==> config.mk <==
export PLATFORM = sky130hd
export DESIGN_NAME = afp_monitor
export DESIGN_NICKNAME = d
export VERILOG_FILES = /design/src/afp_pkg.sv /design/src/afp_monitor.sv
export VERILOG_INCLUDE_DIRS = /design/src /design/src/src
export SDC_FILE = /design/constraint.sdc
export NUM_CORES = 1
export LEC_CHECK = 0
export BUFFER_PORTS_ARGS = -buffer_cell sky130_fd_sc_hd__buf_2
export CAP_MARGIN = 0
export CORE_UTILIZATION = 58
export DETAILED_ROUTE_END_ITERATION = 10
export GPL_TIMING_DRIVEN = 0
export HOLD_SLACK_MARGIN = 0.06
export PLACE_DENSITY = 0.78
export SYNTH_ARGS = -nofsm -noshare
export SYNTH_HDL_FRONTEND = slang
export SYNTH_SLANG_ARGS = --single-unit
export TNS_END_PERCENT = 10
==> constraint.sdc <==
create_clock -name clock -period 2.2 [get_ports clock]
set_input_delay 0.44 -clock clock [delete_from_list [all_inputs] [get_ports clock]]
set_output_delay 0.44 -clock clock [all_outputs]
set_load 0.05 [all_outputs]
==> src/afp_cfg.svh <==
`ifndef AFP_CFG_SVH
`define AFP_CFG_SVH
// ----------------------------------------
// Timing and sizing constants
// ----------------------------------------
`define AFP_CLK_PERIOD_NS 8
`define AFP_HYST_NS 64
`define AFP_HYST_CYCLES ((`AFP_HYST_NS + `AFP_CLK_PERIOD_NS - 1) / `AFP_CLK_PERIOD_NS)
`define AFP_GAIN_WINDOW_CYCLES 1024
`define AFP_GAIN_EVENTS 4
`define AFP_GAIN_STEPS 7
`define AFP_GAIN_RST 3'h0
`define AFP_MODE_RST 2'h0
`define AFP_PROT_TIE 1'b1
`endif

==> src/afp_pkg.sv <==
package afp_pkg;
  typedef logic [1:0] afp_mode_type;
  typedef enum logic [2:0] {
    AFP_RESET = 3'b001,
    AFP_WAIT_SUPPLY = 3'b010,
    AFP_RUN = 3'b100
  } afp_state_type;
endpackage : afp_pkg

==> src/afp_monitor.sv <==
// Summary of operation
// Two-threshold overcurrent detector per stage
// Low threshold: fault flag follows overcurrent
// High threshold latches shutdown and fault
// Controller removes PWM drive to acknowledge
// Shut-down stage leaves PWM pin undriven
// Each stage has own fault output
// Fault outputs route to protection inputs by mode
// Lower thermal threshold warns and attenuates
// Upper thermal latches shutdown, all faults low
// Operation inhibited until supplies good
// Supply drop shuts down, asserts all faults
// Shared pin is strap input during reset
// Shared pin reports errors only once running
// Controller stays off bus while pin low
// Hysteresis filters switching transients
// Repeated low overloads step gain down
// Strap captured once at reset release
`include "afp_cfg.svh"
`timescale 1ns/1ns
`default_nettype none
module afp_monitor #(
  parameter int unsigned HYST_CYCLES = `AFP_HYST_CYCLES,
  parameter int unsigned GAIN_WINDOW = `AFP_GAIN_WINDOW_CYCLES,
  parameter int unsigned GAIN_EVENTS = `AFP_GAIN_EVENTS
) (
  input wire logic clock,
  input wire logic rst_b,
  input wire logic [3:0] oc_low,
  input wire logic [3:0] oc_high,
  input wire logic [3:0] pwm_in,
  input wire logic [3:0] pwm_drive_en,
  input wire logic temp_warn,
  input wire logic temp_crit,
  input wire logic supply_ok,
  input wire logic fw_running,
  input wire logic config_strap_lower,
  input wire logic fault_or_strap_pin_in,
  output logic fault_or_strap_pin_out,
  output logic fault_or_strap_pin_oe,
  output logic [3:0] pwm_out,
  output logic [3:0] pwm_oe,
  output logic [3:0] fault_flag_n,
  output logic [2:0] protect_in,
  output logic [1:0] config_mode,
  output logic thermal_warning,
  output logic [2:0] gain_step,
  output logic supply_inhibit
);
  import afp_pkg::*;

  // Counters are 8 and 16 bits wide; larger settings would wrap silently
  if (HYST_CYCLES < 1 || HYST_CYCLES > 255 || GAIN_WINDOW < 2 || GAIN_WINDOW > 65535 ||
      GAIN_EVENTS < 1 || GAIN_EVENTS > 255) begin : g_bad_param
    $error("afp_monitor: unsupported parameter value");
  end

  // ----------------------------------------
  // State
  // ----------------------------------------
  typedef struct packed {
    afp_state_type state;
    logic strap_taken;
    afp_mode_type mode;
    logic [3:0][7:0] low_cnt;
    logic [3:0][7:0] high_cnt;
    logic [3:0] low_flt;
    logic [3:0] high_flt;
    logic [3:0] oc_latch;
    logic therm_latch;
    logic [3:0] fault_n;
    logic [2:0] prot;
    logic [15:0] win_cnt;
    logic [7:0] ev_cnt;
    logic [2:0] gain;
    logic pin_out;
    logic [3:0] low_seen;
  } afp_regs_type;

  afp_regs_type r_q;
  afp_regs_type r_d;
  logic [3:0] low_rise;
  logic [3:0] fault_raw_n;
  logic [2:0] prot_raw;
  logic global_flt;

  // ----------------------------------------
  // Helpers
  // ----------------------------------------
  // Hysteresis: must stay asserted or deasserted HYST cycles to flip
  function automatic logic [7:0] hyst_cnt(input logic raw, input logic flt,
                                          input logic [7:0] cnt);
    if (raw == flt) begin
      hyst_cnt = 8'h00;
    end else begin
      hyst_cnt = cnt + 8'h01;
    end
  endfunction : hyst_cnt

  function automatic logic [2:0] route(input afp_mode_type m, input logic [3:0] f);
    unique case (m)
      2'b00, 2'b01: route = {`AFP_PROT_TIE, f[3] & f[2], f[1] & f[0]};
      2'b10: route = {f[3] & f[2], f[1], f[0]};
      2'b11: route = {f[3] & f[2], f[1], f[0]};
    endcase
  endfunction : route

  // ----------------------------------------
  // Next state
  // ----------------------------------------
  always_comb begin
    r_d = r_q;
    low_rise = 4'h0;
    fault_raw_n = 4'hf;
    global_flt = 1'b0;
    prot_raw = 3'h7;
    // Strap sampled at first clock after release, then frozen
    if (!r_q.strap_taken) begin
      r_d.strap_taken = 1'b1;
      r_d.mode = {fault_or_strap_pin_in, config_strap_lower};
    end
    for (int i = 0; i < 4; i++) begin
      r_d.low_cnt[i] = hyst_cnt(oc_low[i], r_q.low_flt[i], r_q.low_cnt[i]);
      if (r_d.low_cnt[i] >= 8'(HYST_CYCLES)) begin
        r_d.low_flt[i] = oc_low[i];
        r_d.low_cnt[i] = 8'h00;
      end
      r_d.high_cnt[i] = hyst_cnt(oc_high[i], r_q.high_flt[i], r_q.high_cnt[i]);
      if (r_d.high_cnt[i] >= 8'(HYST_CYCLES)) begin
        r_d.high_flt[i] = oc_high[i];
        r_d.high_cnt[i] = 8'h00;
      end
      // Acknowledge clears, but a fresh trip in the same cycle wins
      if (!pwm_drive_en[i]) begin
        r_d.oc_latch[i] = 1'b0;
      end
      if (r_q.high_flt[i]) begin
        r_d.oc_latch[i] = 1'b1;
      end
      low_rise[i] = r_q.low_flt[i] & ~r_q.low_seen[i];
    end
    r_d.low_seen = r_q.low_flt;
    if (temp_crit) begin
      r_d.therm_latch = 1'b1;
    end
    global_flt = r_q.therm_latch || r_q.state != AFP_RUN;
    for (int i = 0; i < 4; i++) begin
      fault_raw_n[i] = ~(r_q.low_flt[i] | r_q.oc_latch[i] | global_flt);
    end
    r_d.fault_n = fault_raw_n;
    prot_raw = route(r_q.mode, r_q.fault_n);
    r_d.prot = prot_raw;
    unique case (r_q.state)
      AFP_RESET: r_d.state = AFP_WAIT_SUPPLY;
      AFP_WAIT_SUPPLY: if (supply_ok) r_d.state = AFP_RUN;
      AFP_RUN: if (!supply_ok) r_d.state = AFP_WAIT_SUPPLY;
      default: r_d.state = AFP_RESET;
    endcase
    // Gain steps down when enough overload events land in one window
    r_d.win_cnt = r_q.win_cnt + 16'h0001;
    if (|low_rise) begin
      r_d.ev_cnt = r_q.ev_cnt + 8'h01;
    end
    if (r_d.ev_cnt >= 8'(GAIN_EVENTS)) begin
      r_d.ev_cnt = 8'h00;
      r_d.win_cnt = 16'h0000;
      if (r_q.gain < 3'(`AFP_GAIN_STEPS)) begin
        r_d.gain = r_q.gain + 3'h1;
      end
    end else if (r_q.win_cnt >= 16'(GAIN_WINDOW - 1)) begin
      r_d.win_cnt = 16'h0000;
      r_d.ev_cnt = 8'h00;
      if (r_q.gain != 3'h0 && !temp_warn) begin
        r_d.gain = r_q.gain - 3'h1;
      end
    end
    // Any stage fault flag reported only after firmware runs; low also means bus busy
    r_d.pin_out = ~(fw_running & ~(&r_q.fault_n));
  end

  // ----------------------------------------
  // Registers
  // ----------------------------------------
  // Faults read clear (4'hf) during reset, then asserted from the first clock until supplies settle
  always_ff @(posedge clock or negedge rst_b) begin
    if (!rst_b) begin
      r_q <= '0;
      r_q.state <= AFP_RESET;
      r_q.mode <= `AFP_MODE_RST;
      r_q.fault_n <= 4'hf;
      r_q.prot <= 3'h7;
      r_q.gain <= `AFP_GAIN_RST;
      r_q.pin_out <= 1'b1;
    end else begin
      r_q <= r_d;
    end
  end

  // ----------------------------------------
  // Outputs
  // ----------------------------------------
  for (genvar g = 0; g < 4; g++) begin : g_stage
    // Floating rather than forced, so a shorted load sees no drive
    assign pwm_oe[g] = ~r_q.oc_latch[g] & ~global_flt;
    assign pwm_out[g] = pwm_in[g] & pwm_oe[g];
  end
  assign fault_flag_n = r_q.fault_n;
  assign protect_in = r_q.prot;
  assign config_mode = r_q.mode;
  assign thermal_warning = temp_warn | r_q.therm_latch;
  // Warning forces at least one attenuation step
  assign gain_step = (temp_warn && r_q.gain == 3'h0) ? 3'h1 : r_q.gain;
  assign supply_inhibit = r_q.state != AFP_RUN;
  assign fault_or_strap_pin_oe = r_q.strap_taken & fw_running;
  assign fault_or_strap_pin_out = r_q.pin_out;

  // ----------------------------------------
  // Checks
  // ----------------------------------------
  a_latch_holds: assert property (@(posedge clock) disable iff (!rst_b)
    r_q.oc_latch[0] && pwm_drive_en[0] |=> r_q.oc_latch[0])
    else $error("latched overcurrent dropped without acknowledge");
  a_ack_clears: assert property (@(posedge clock) disable iff (!rst_b)
    !pwm_drive_en[0] && !r_q.high_flt[0] |=> !r_q.oc_latch[0])
    else $error("acknowledge did not clear latch");
  a_float_shutdown: assert property (@(posedge clock) disable iff (!rst_b)
    r_q.oc_latch[1] |-> !pwm_oe[1])
    else $error("pwm driven while shut down");
  a_low_pulse: assert property (@(posedge clock) disable iff (!rst_b)
    r_q.low_flt[2] |=> !fault_flag_n[2])
    else $error("low overcurrent not flagged");
  a_thermal_all: assert property (@(posedge clock) disable iff (!rst_b)
    temp_crit |=> ##1 fault_flag_n == 4'h0 && pwm_oe == 4'h0)
    else $error("thermal shutdown incomplete");
  a_supply_drop: assert property (@(posedge clock) disable iff (!rst_b)
    r_q.state == AFP_RUN && !supply_ok |=> ##1 fault_flag_n == 4'h0)
    else $error("supply drop did not assert faults");
  a_supply_wait: assert property (@(posedge clock) disable iff (!rst_b)
    !supply_ok |=> supply_inhibit)
    else $error("operation while supply bad");
  a_strap_stable: assert property (@(posedge clock) disable iff (!rst_b)
    r_q.strap_taken |=> $stable(config_mode))
    else $error("strap changed after capture");
  a_pin_idle: assert property (@(posedge clock) disable iff (!rst_b)
    !fw_running |-> !fault_or_strap_pin_oe)
    else $error("shared pin driven before firmware");
  a_hyst_glitch: assert property (@(posedge clock) disable iff (!rst_b)
    !r_q.low_flt[3] && $rose(oc_low[3]) ##1 !oc_low[3] |=> !r_q.low_flt[3])
    else $error("one-cycle glitch passed hysteresis");
  a_gain_step: assert property (@(posedge clock) disable iff (!rst_b)
    r_d.gain != r_q.gain |-> r_d.gain == r_q.gain + 3'h1 || r_d.gain == r_q.gain - 3'h1)
    else $error("gain changed by more than one step");
  a_high_sets: assert property (@(posedge clock) disable iff (!rst_b)
    r_q.high_flt[1] |=> r_q.oc_latch[1])
    else $error("high overcurrent not latched");
  a_high_flag: assert property (@(posedge clock) disable iff (!rst_b)
    r_q.oc_latch[1] |=> !fault_flag_n[1])
    else $error("latched overcurrent not flagged");
  a_set_wins: assert property (@(posedge clock) disable iff (!rst_b)
    r_q.oc_latch[2] && r_q.high_flt[2] |=> r_q.oc_latch[2])
    else $error("acknowledge beat a standing trip");
  a_float_pin: assert property (@(posedge clock) disable iff (!rst_b)
    r_q.oc_latch[3] |-> !pwm_oe[3] && !pwm_out[3])
    else $error("shut-down stage still driven");
  a_low_release: assert property (@(posedge clock) disable iff (!rst_b)
    !r_q.low_flt[0] && !r_q.oc_latch[0] && !r_q.therm_latch && r_q.state == AFP_RUN
    |=> fault_flag_n[0])
    else $error("fault flag held without a cause");
  a_therm_sticky: assert property (@(posedge clock) disable iff (!rst_b)
    r_q.therm_latch |=> r_q.therm_latch)
    else $error("thermal latch dropped");
  a_therm_float: assert property (@(posedge clock) disable iff (!rst_b)
    r_q.therm_latch |-> pwm_oe == 4'h0)
    else $error("stage driven after thermal trip");
  a_warn_atten: assert property (@(posedge clock) disable iff (!rst_b)
    temp_warn |-> gain_step != 3'h0 && thermal_warning)
    else $error("thermal warning without attenuation");
  a_wait_float: assert property (@(posedge clock) disable iff (!rst_b)
    r_q.state != AFP_RUN |-> pwm_oe == 4'h0 && supply_inhibit)
    else $error("stages driven before supplies good");
  a_supply_good: assert property (@(posedge clock) disable iff (!rst_b)
    r_q.state == AFP_WAIT_SUPPLY && supply_ok |=> !supply_inhibit)
    else $error("run not entered with supplies good");
  a_route_direct: assert property (@(posedge clock) disable iff (!rst_b)
    r_q.mode[1] |=> protect_in[0] == $past(fault_flag_n[0]))
    else $error("direct routing broken");
  a_route_tie: assert property (@(posedge clock) disable iff (!rst_b)
    !r_q.mode[1] |=> protect_in[2])
    else $error("unused protection input not tied high");
  a_pin_fault: assert property (@(posedge clock) disable iff (!rst_b)
    fw_running && fault_flag_n != 4'hf |=> !fault_or_strap_pin_out)
    else $error("shared pin missed a fault");
  a_pin_quiet: assert property (@(posedge clock) disable iff (!rst_b)
    !fw_running |=> fault_or_strap_pin_out)
    else $error("shared pin low before firmware");
  a_strap_input: assert property (@(posedge clock) disable iff (!rst_b)
    !r_q.strap_taken |-> !fault_or_strap_pin_oe)
    else $error("shared pin driven during strap sampling");
  a_gain_hold: assert property (@(posedge clock) disable iff (!rst_b)
    !(|low_rise) && r_q.win_cnt < 16'(GAIN_WINDOW - 1) |=> r_q.gain == $past(r_q.gain))
    else $error("gain moved without cause");
  // ----------------------------------------
  // Coverage
  // ----------------------------------------
  c_high_trip: cover property (@(posedge clock) disable iff (!rst_b) $rose(r_q.oc_latch[0]));
  c_pin_low: cover property (@(posedge clock) disable iff (!rst_b) $fell(fault_or_strap_pin_out));
  c_direct_mode: cover property (@(posedge clock) disable iff (!rst_b) config_mode[1] && protect_in != 3'h7);
  c_thermal: cover property (@(posedge clock) disable iff (!rst_b) $rose(r_q.therm_latch));
  c_gain_down: cover property (@(posedge clock) disable iff (!rst_b) r_q.gain == 3'h2);
endmodule : afp_monitor
`default_nettype wire

After elaboration in Yosys (flattened, before gate mapping)
Cells that the tools add are included.
{"block": "classes", "addsub": 12, "order_cmp": 11, "n_eq_ne": 22, "muxes": 34, "bitwise": 40, "reduce_logical": 15}
{"cell": "$mux 8", "n": 17}
{"cell": "$add 8x1->8 const B", "n": 9}
{"cell": "$ge 8x4->1 const B", "n": 8}
{"cell": "$mux 27", "n": 2}
{"cell": "$add 16x1->16 const B", "n": 1}
{"cell": "$and 1x1->1", "n": 16}
{"cell": "$ge 16x10->1 const B", "n": 1}
{"cell": "$mux 3", "n": 5}
{"cell": "$not 1->1", "n": 15}
{"cell": "$ne 2x1->1 const B", "n": 5}
{"cell": "$or 1x1->1", "n": 9}
{"cell": "$pmux 3 s3", "n": 1}
{"cell": "$eq 1x1->1", "n": 8}
{"cell": "$ge 8x3->1 const B", "n": 1}
{"cell": "$mux 1", "n": 8}
{"cell": "$pmux 3 s2", "n": 1}
{"cell": "$eq 2x2->1 const B", "n": 2}
{"cell": "$ne 2x2->1 const B", "n": 2}
{"cell": "$reduce_and 4->1", "n": 1}
{"cell": "$reduce_bool 2->1", "n": 2}
{"cell": "$reduce_or 2->1", "n": 2}
{"cell": "$reduce_or 4->1", "n": 1}
{"cell": "$add 3x1->3 const B", "n": 1}
{"cell": "$eq 3x1->1 const B", "n": 1}
{"cell": "other kinds (14)", "n": 15}
{"block": "totals", "regBits": 122, "input_bits": 24, "output_inout_bits": 24, "word_cells": 165}

Longest topological paths before layout
Gate-level depths: netlist (run 1).
{"block": "logic_depth", "word_depth": 7, "ltp_mapped": 8, "ltp_nobuf": 7}

Worst setup path after synthesis (run 1)
No wires, ideal clock.
{"block": "synth_path", "path_type": "flip-flop to output port", "from": "reg r_q[120] (netlist name)", "to": "out pwm_out[0]", "arrival_ps": 2593, "t_required_ps": 1760, "setup_slack_ps": -833, "stages_incl_launch_ff": 7, "path_buffers": 1, "cell_sequence": "dfrtp_1 -> nor2_1 -> nand2_1 -> or2_2 -> clkbuf_1 -> nor2_1 -> and2_1"}
{"block": "synth_via", "elab_chain_len": 5}
{"item": "start, declared", "line": "afp_monitor.sv:80", "text": "afp_regs_type r_q;"}
{"item": "start signal, assigned", "line": "afp_monitor.sv:195", "text": "r_q <= r_d;"}
{"item": "$ne 3x3->1"}
{"item": "named net supply_inhibit", "line": "afp_monitor.sv:48", "text": "output logic supply_inhibit"}
{"item": "$logic_or 1x1->1", "line": "afp_monitor.sv:146", "text": "global_flt = r_q.therm_latch || r_q.state != AFP_RUN;"}
{"item": "$not 1->1", "line": "afp_monitor.sv:204", "text": "assign pwm_oe[g] = ~r_q.oc_latch[g] & ~global_flt;"}
{"item": "$and 1x1->1", "line": "afp_monitor.sv:204"}
{"item": "named net pwm_oe[0]", "line": "afp_monitor.sv:42", "text": "output logic [3:0] pwm_oe,"}
{"item": "$and 1x1->1", "line": "afp_monitor.sv:205", "text": "assign pwm_out[g] = pwm_in[g] & pwm_oe[g];"}
{"item": "end, declared", "line": "afp_monitor.sv:41", "text": "output logic [3:0] pwm_out,"}
The timed path passes the listed nets, and every way through them passes these cells.

Worst setup path in the final report (run 1)
{"block": "layout_path", "from": "reg r_q[120] (netlist name)", "to": "out pwm_out[3]"}
{"block": "layout_via", "elab_chain_len": 5}
{"item": "$ne 3x3->1", "line": "afp_monitor.sv:146"}
{"item": "$logic_or 1x1->1", "line": "afp_monitor.sv:146"}
{"item": "$not 1->1", "line": "afp_monitor.sv:204"}
{"item": "$and 1x1->1", "line": "afp_monitor.sv:204"}
{"item": "$and 1x1->1", "line": "afp_monitor.sv:205"}
No other way between the ends.

==> flow_summary_export.csv, run 1 <==
group,metric,value,unit
critical_path,critPathKind,"reg2out",
floorplan,core_area,8180,sq um
critical_path,start_kind,"flip-flop",
logic_synthesis,syn_inst,382,
critical_path,crit_path_max_incr_delay,0.42,ns
layout,drive_above_1_share,28.2,%
sta,final-max-slew-violation-count,0,
sta,setup_slack,-0.0349,ns
logic_synthesis,syn_area,4870,sq um
floorplan,start_util,59.6,%
routing,first_pass_iters,4,
routing,wirelength,8790,microns
logic_synthesis,syn_avg_cell_area,12.8,sq um
sta,fin_crit,2.23,ns
floorplan,ios,48,
job,max-cap-violations,0,
logic_synthesis,synth_cell_types,46,
logic_synthesis,ys_seq_elements,122,
sta,hold_viol_final,0,
routing,drc,0,
logic_synthesis,yosysTopAreaCell,"dfrtp_1",
critical_path,path_delay_family,"simple AND/OR/NAND/NOR gates",
sta,setup_violations,5,
hold_path,hp-class,"in2reg",
critical_path,worstPathCellList,"nor2_4, nand2_4, or2_4, nor2_4, and2_4, buf_8",
global_routing,grt_pass1_wl,14900,microns
clock_network,htreeDepth,4,
placed_design,gp_congestion,0.814,
logic_synthesis,synth_flop_cell,"dfrtp_1",
routing,vias_per_cell,5.27,
critical_path,r2r_start,"r_d[3]$_DFFE_PN0P_",
layout,area_growth,29.2,%
layout,insertedDiodeCount,0,
global_routing,globalRoute.totalOverflow,0,
critical_path,critPathBufInv,1,
sta,fin_skew,0.00579,ns
clock_network,cts_num_sinks,122,
global_routing,grt_max_degree,97,
sta,whs,0.119,ns
global_routing,grt_util_all_layers,22.8,%
clock_network,clk_pin_slew_worst_paths,0.06,ns
placed_design,dp_slack,0.0205,ns
layout,stdcell_area,6300,sq um
floorplan,num_rows,33,
placed_design,io_buffer_count,47,
global_routing,grt_pass1_vias,3309,
critical_path,required,1.76,ns
run_status,outcome,"complete, but fails checks",
run_status,failed_checks,"setup timing",
sta,fmax,0.447,GHz
sta,rsz0062_at_grt,"yes",
routing,ant_nets,0,
placed_design,dpl_cell_area,5530,sq um
critical_path,worstSetupEndpointType,"output pin",
logic_synthesis,synth.top_cell.area_share,58.0,%
layout,num-fill-cells,507,
sta,setup_tns,-0.144,ns
floorplan,die_area,8770,sq um
logic_synthesis,ys_async_sr_fraction,100,%
logic_synthesis,synth-edff-count,0,
clock_network,cts_tree,"yes",
logic_synthesis,yosysSeqAreaShare,62.9,%
global_routing,antenna_found_initial,0,
routing,drt_iter0_markers,157,
floorplan,die_x,93.7,microns
clock_network,cts_buffer_depth,2,
pwr,leakage,2.94,nW
clock_network,clk_latency,0.51,ns
critical_path,critPathMaxFanout,6,
floorplan,die_height,93.7,microns
layout,nNetsFinal,541,
logic_synthesis,synth.area.top_cells,"dfrtp_1 58%, dfstp_2 4.9%, ha_1 3.3%, nor2_1 3.2%, xor2_1 2.9%",
placed_design,hpwl,5460,microns
critical_path,crit_top_cell,"nor2_4",
sta,fin_crit_sh,102,%
hold_path,worstHoldStart,"temp_crit",
clock_network,cts_root_buf,"clkbuf_8",
critical_path,cp_slowest_cell,"dfrtp_1",
routing,vias,3276,
clock_network,cts_buffers,17,
layout,final_util,77.0,%
pwr,power.density,1000,nW/um^2
routing,wl_per_cell,14.1,microns
logic_synthesis,yosysWarnings,0,
pwr,vdd_drop_max,0.620,mV
critical_path,arrival,1.79,ns
critical_path,crit_start,"r_q[120]$_DFFE_PN0P_",
==> worst paths after layout <==
check / to / depth (start not counted) / slack [ns]
min in group asynchronous: r_q[100]$_DFF_PN0_ / 2 / 0.36
worst min-delay path: r_q[39]$_DFFE_PN0P_ / 2 / 0.12
worst max-delay path: pwm_out[3] / 6 / -0.03
worst max register to register: r_q[5]$_DFFE_PN0P_ / 7 / 0.01
max in group asynchronous: r_q[119]$_DFFE_PN1P_ / 3 / 1.11
worst min register to register: r_q[2]$_DFF_PN0_ / 0 / 0.47
==> flip-flops by register name (all words and copies together) (netlist names) <==
name                    flops
config_mode                 2
fault_flag_n                4
r_q                       108
protect_in                  3
fault_or_strap_pin_out      1
r_d                         4
==> kinds of logic (layout without fill, tap and decap cells) <==
kind of cell	after synthesis	in the layout	synth area share, %
XOR/XNOR	28	28	5.03
AND/OR/NAND/NOR	129	129	14.4
buffers and inverters	18	102	2.31
flip-flops	122	122	62.9
adder cells (fa/ha/maj)	13	13	3.34
AO/OA/AOI/OAI	57	57	8.91
multiplexers	13	13	2.95
other	2	53	0.154
==> area by class of cell <==
| cell class | count | area (sq um) | area share (%) |
|---|---|---|---|
| clock inverters | 13 | 236 | 3.76 |
| inverters | 5 | 18.8 | 0.298 |
| multi-input cells | 293 | 1950 | 31.0 |
| plain buffers | 12 | 90.1 | 1.43 |
| flip-flops and latches | 122 | 3070 | 48.7 |
| clock buffers | 19 | 432 | 6.86 |
| repair buffers | 53 | 365 | 5.80 |
| well taps | 105 | 131 | 2.09 |
==> per-stage QoR <==
step           cells  power, mW
3_5_place_dp     586       3.16
3_3_place_gp     585       3.12
5_1_grt          622       6.56
6_report         622       6.31
4_1_cts          622       6.32
2_1_floorplan    433       2.98
==> cells in the mapped netlist (9+ instances only) <==
cell type / n
dfrtp_1: 113
or4_1: 9
xnor2_1: 12
buf_4: 10
a31oi_1: 17
and4_1: 10
dfstp_2: 9
mux2_2: 11
and3_1: 11
nand2_1: 19
xor2_1: 16
ha_1: 13
nor2_1: 41
==> placed cells by master, fill, tap and decap left out, types with 9 or more instances in the layout <==
cell / synthesis / layout
nand2_1: 19 / 18
dfrtp_1: 113 / 109
and4_1: 10 / 10
mux2_2: 11 / 11
a31oi_1: 17 / 17
buf_2: 0 / 37
xor2_1: 16 / 16
and3_1: 11 / 11
conb_1: 2 / 53
ha_1: 13 / 13
nor2_1: 41 / 36
or4_1: 9 / 9
dfstp_2: 9 / 9
buf_4: 10 / 18
xnor2_1: 12 / 12
clkbuf_16: 0 / 16
==> report_power, final <==
group / internal [mW] / total, mW / switching (mW) / leakage, nW
Combinational: 0.278 / 0.687 / 0.409 / 1.13
Clock: 2.11 / 3.09 / 0.984 / 0.323
Sequential: 2.39 / 2.53 / 0.144 / 1.48
Total: 4.78 / 6.31 / 1.54 / 2.94
==> metal layers <==
| layer | routed length (microns) | global-route usage (%) |
|---|---|---|
| met5 | 0 | 0 |
| met4 | 155 | 11.0 |
| met3 | 338 | 6.39 |
| met2 | 4520 | 37.3 |
| met1 | 3780 | 28.0 |
==> worst reg2reg max path, stage by stage, from the launching register on <==
cell       delay [ns]
dfrtp_1          0.45
nand2b_2         0.12
o2111ai_4        0.20
a211o_1          0.34
a222oi_1         0.30
buf_4            0.22
mux2_2           0.34
a22oi_1          0.13
==> repair_timing <==
action                                  CTS  global route
endpoints found under the setup margin   11            11
hold endpoints to repair                 26             0
hold buffers                              1             0
pin swaps                                 9             1
setup buffers                             4             0
gates resized for setup                  23             5
Note: power is estimated with default switching activity, not from simulation.
==> inputs of run 2 (changes only) <==
Settings changed: CORE_MARGIN from default to 2, CORE_UTILIZATION 58 to 30, CTS_BUF_LIST from default to sky130_fd_sc_hd__clkbuf_4, PLACE_DENSITY 0.78 to default.
==> run 2 against run 1 <==
The run still ends with setup timing left. Combinational power increased by 7.1%. Clock power decreased by 53%. Count of clock-buffer cells in the layout decreased by 1. Routed wire length decreased by 2.4%.
==> flow_summary_export.csv, run 2 (synthesis gave the netlist of run 1 again) <==
group,metric,value,unit
run_status,outcome,"complete, but fails checks",
run_status,failed_checks,"setup timing",
hold_path,min_path_cells,2,
routing,wl_per_cell,11.7,microns
sta,fin_skew,0.0206,ns
layout,stdcell_count,736,
layout,largest_reg_flops,108,
pwr,sequentialPowerShare,53.5,%
sta,whs,0.138,ns
sta,setup_violations,5,
global_routing,grt_pass1_wl,14700,microns
placed_design,hpwl,6010,microns
placed_design,gp_congestion,0.737,
pwr,intPower,3.36,mW
critical_path,required,1.76,ns
hold_path,hp-class,"in2reg",
global_routing,grt_util_all_layers,10.7,%
critical_path,critPathKind,"reg2out",
routing,drt_iter0_markers,118,
global_routing,grt_pass1_vias,3208,
sta,fmax,0.443,GHz
routing,vias,3194,
pwr,vdd_drop_max,0.465,mV
floorplan,die_area,17300,sq um
pwr,power.density,775,nW/um^2
pwr,total_power,4.72,mW
clock_network,clk_latency,0.51,ns
clock_network,cts_buffers,17,
sta,hold_viol_final,0,
floorplan,die_height,131,microns
critical_path,crit_start,"r_q[120]$_DFFE_PN0P_",
floorplan,die_x,131,microns
hold_path,worstHoldStart,"pwm_drive_en[1]",
critical_path,critPathMaxFanout,5,
layout,insertedDiodeCount,0,
pwr,switching_share,28.9,%
critical_path,start_kind,"flip-flop",
clock_network,cts_tree,"yes",
routing,drc,0,
routing,first_pass_iters,4,
pwr,clockPowerShare,31.0,%
layout,final_cell_mix,"108 x dfrtp_1, 53 x conb_1, 36 x nor2_1, 36 x buf_2, 19 x clkbuf_4",
global_routing,met1_usage,12.4,%
critical_path,worstSetupEndpointType,"output pin",
clock_network,cts_buffer_depth,2,
global_routing,grt-busiest-layer,"met2",
critical_path,r2r_start,"r_d[0]$_DFFE_PN0P_",
global_routing,antenna_found_initial,0,
sta,setup_slack,-0.0551,ns
sta,rsz0062_at_grt,"yes",
layout,drive_above_1_share,28.5,%
sta,fin_crit_sh,103,%
clock_network,cts_root_buf,"clkbuf_4",
global_routing,globalRoute.totalOverflow,0,
layout,regMostFlops,"r_q",
clock_network,clk_pin_slew_worst_paths,0.11,ns
critical_path,arrival,1.82,ns
routing,wirelength,8580,microns
routing,ant_nets,0,
layout,nNetsFinal,544,
floorplan,core_area,15900,sq um
pwr,p_switching,1.37,mW
critical_path,r2r_cells,7,
layout,area_growth,25.2,%
sta,final-max-slew-violation-count,0,
routing,vias_per_cell,4.34,
pwr,power_frac_comb,15.6,%
placed_design,placed_cells,697,
layout,layout_commonest_cell,"dfrtp_1",
floorplan,num_rows,46,
global_routing,grt_use_met3,3.51,%
global_routing,grt_max_degree,89,
sta,fin_crit,2.26,ns
clock_network,htreeDepth,4,
global_routing,grtUsageMet2,17.9,%
pwr,leakage,2.77,nW
placed_design,io_buffer_count,47,
clock_network,cts_num_sinks,122,
job,max-cap-violations,0,
floorplan,ios,48,
floorplan,start_util,30.7,%
[run 2: cell count changes in the layout (fill, tap and decap cells not counted), sizes merged]
cell,before,now
dlygate4sd3,1,4
bufinv,6,2
clkinvlp,1,3
buf,63,62
inv,8,6
clkinv,3,8
[run 2: metal layers]
layer,routed length (microns),share of wire (%)
met5,0,0
met4,142,1.7
met3,315,3.7
met2,4340,51
met1,3790,44
[run 2: critical path, stage by stage, from the launching register on]
cell	delay, ns
dfrtp_2	0.44
nor2_4	0.10
nand2_4	0.05
or2_4	0.31
nor2_4	0.11
and2_4	0.15
buf_8	0.13
[run 2: area by class of cell]
| type | count | area (sq um) |
|---|---|---|
| Buffer | 12 | 90.1 |
| Clock buffer | 18 | 135 |
| Fill cell | 1585 | 9790 |
| Timing Repair Buffer | 56 | 409 |
| Tap cell | 216 | 270 |
| Sequential cell | 122 | 3070 |
| Inverter | 5 | 18.8 |
| Clock inverter | 14 | 130 |
| Multi-Input combinational cell | 293 | 1980 |
[run 2: what timing repair did]
item / 4_1_cts / 5_1_grt
cloned: 0 / 0
endpoints found under the setup margin: 11 / 21
hold buffers: 4 / 0
buffers inserted: 4 / 0
endpoints found under the hold margin: 37 / 0
pin swaps: 10 / 5
resized for setup: 29 / 9
[run 2: metrics by stage]
stage / instance area (sq um) / setup WS (ns) / setup TNS, ns / util, %
floorplan: 5130 / 0.0286 / 0 / -
detailed placement: 5670 / -0.0680 / -0.0680 / 35.7
finish: 6100 / -0.0551 / -0.212 / 38.4
global placement: 5630 / -0.752 / -84.97 / 35.5
global route: 6100 / -0.194 / -1.17 / 38.4
CTS: 6070 / -0.148 / -0.977 / 38.2
[run 2: path summary, 6_finish.rpt]
check                      slack (ns)                      end
max                             -0.06               pwm_out[0]
min                              0.14      r_q[41]$_DFFE_PN0P_
max reg2reg                      0.09       r_q[5]$_DFFE_PN0P_
min reg2reg                      0.48         r_q[3]$_DFF_PN0_
max in group asynchronous        1.09  protect_in[2]$_DFF_PN1_
min in group asynchronous        0.38        r_q[75]$_DFF_PN0_
[run 2: power by group through the flow]
stage / clock (mW) / sequential (mW) / combinational (mW)
after floorplan: 0 / 2.53 / 0.442
after global placement: 0 / 2.56 / 0.580
after detailed placement: 0 / 2.57 / 0.606
after CTS: 1.55 / 2.52 / 0.717
after global routing: 1.65 / 2.55 / 0.806
final: 1.46 / 2.53 / 0.736
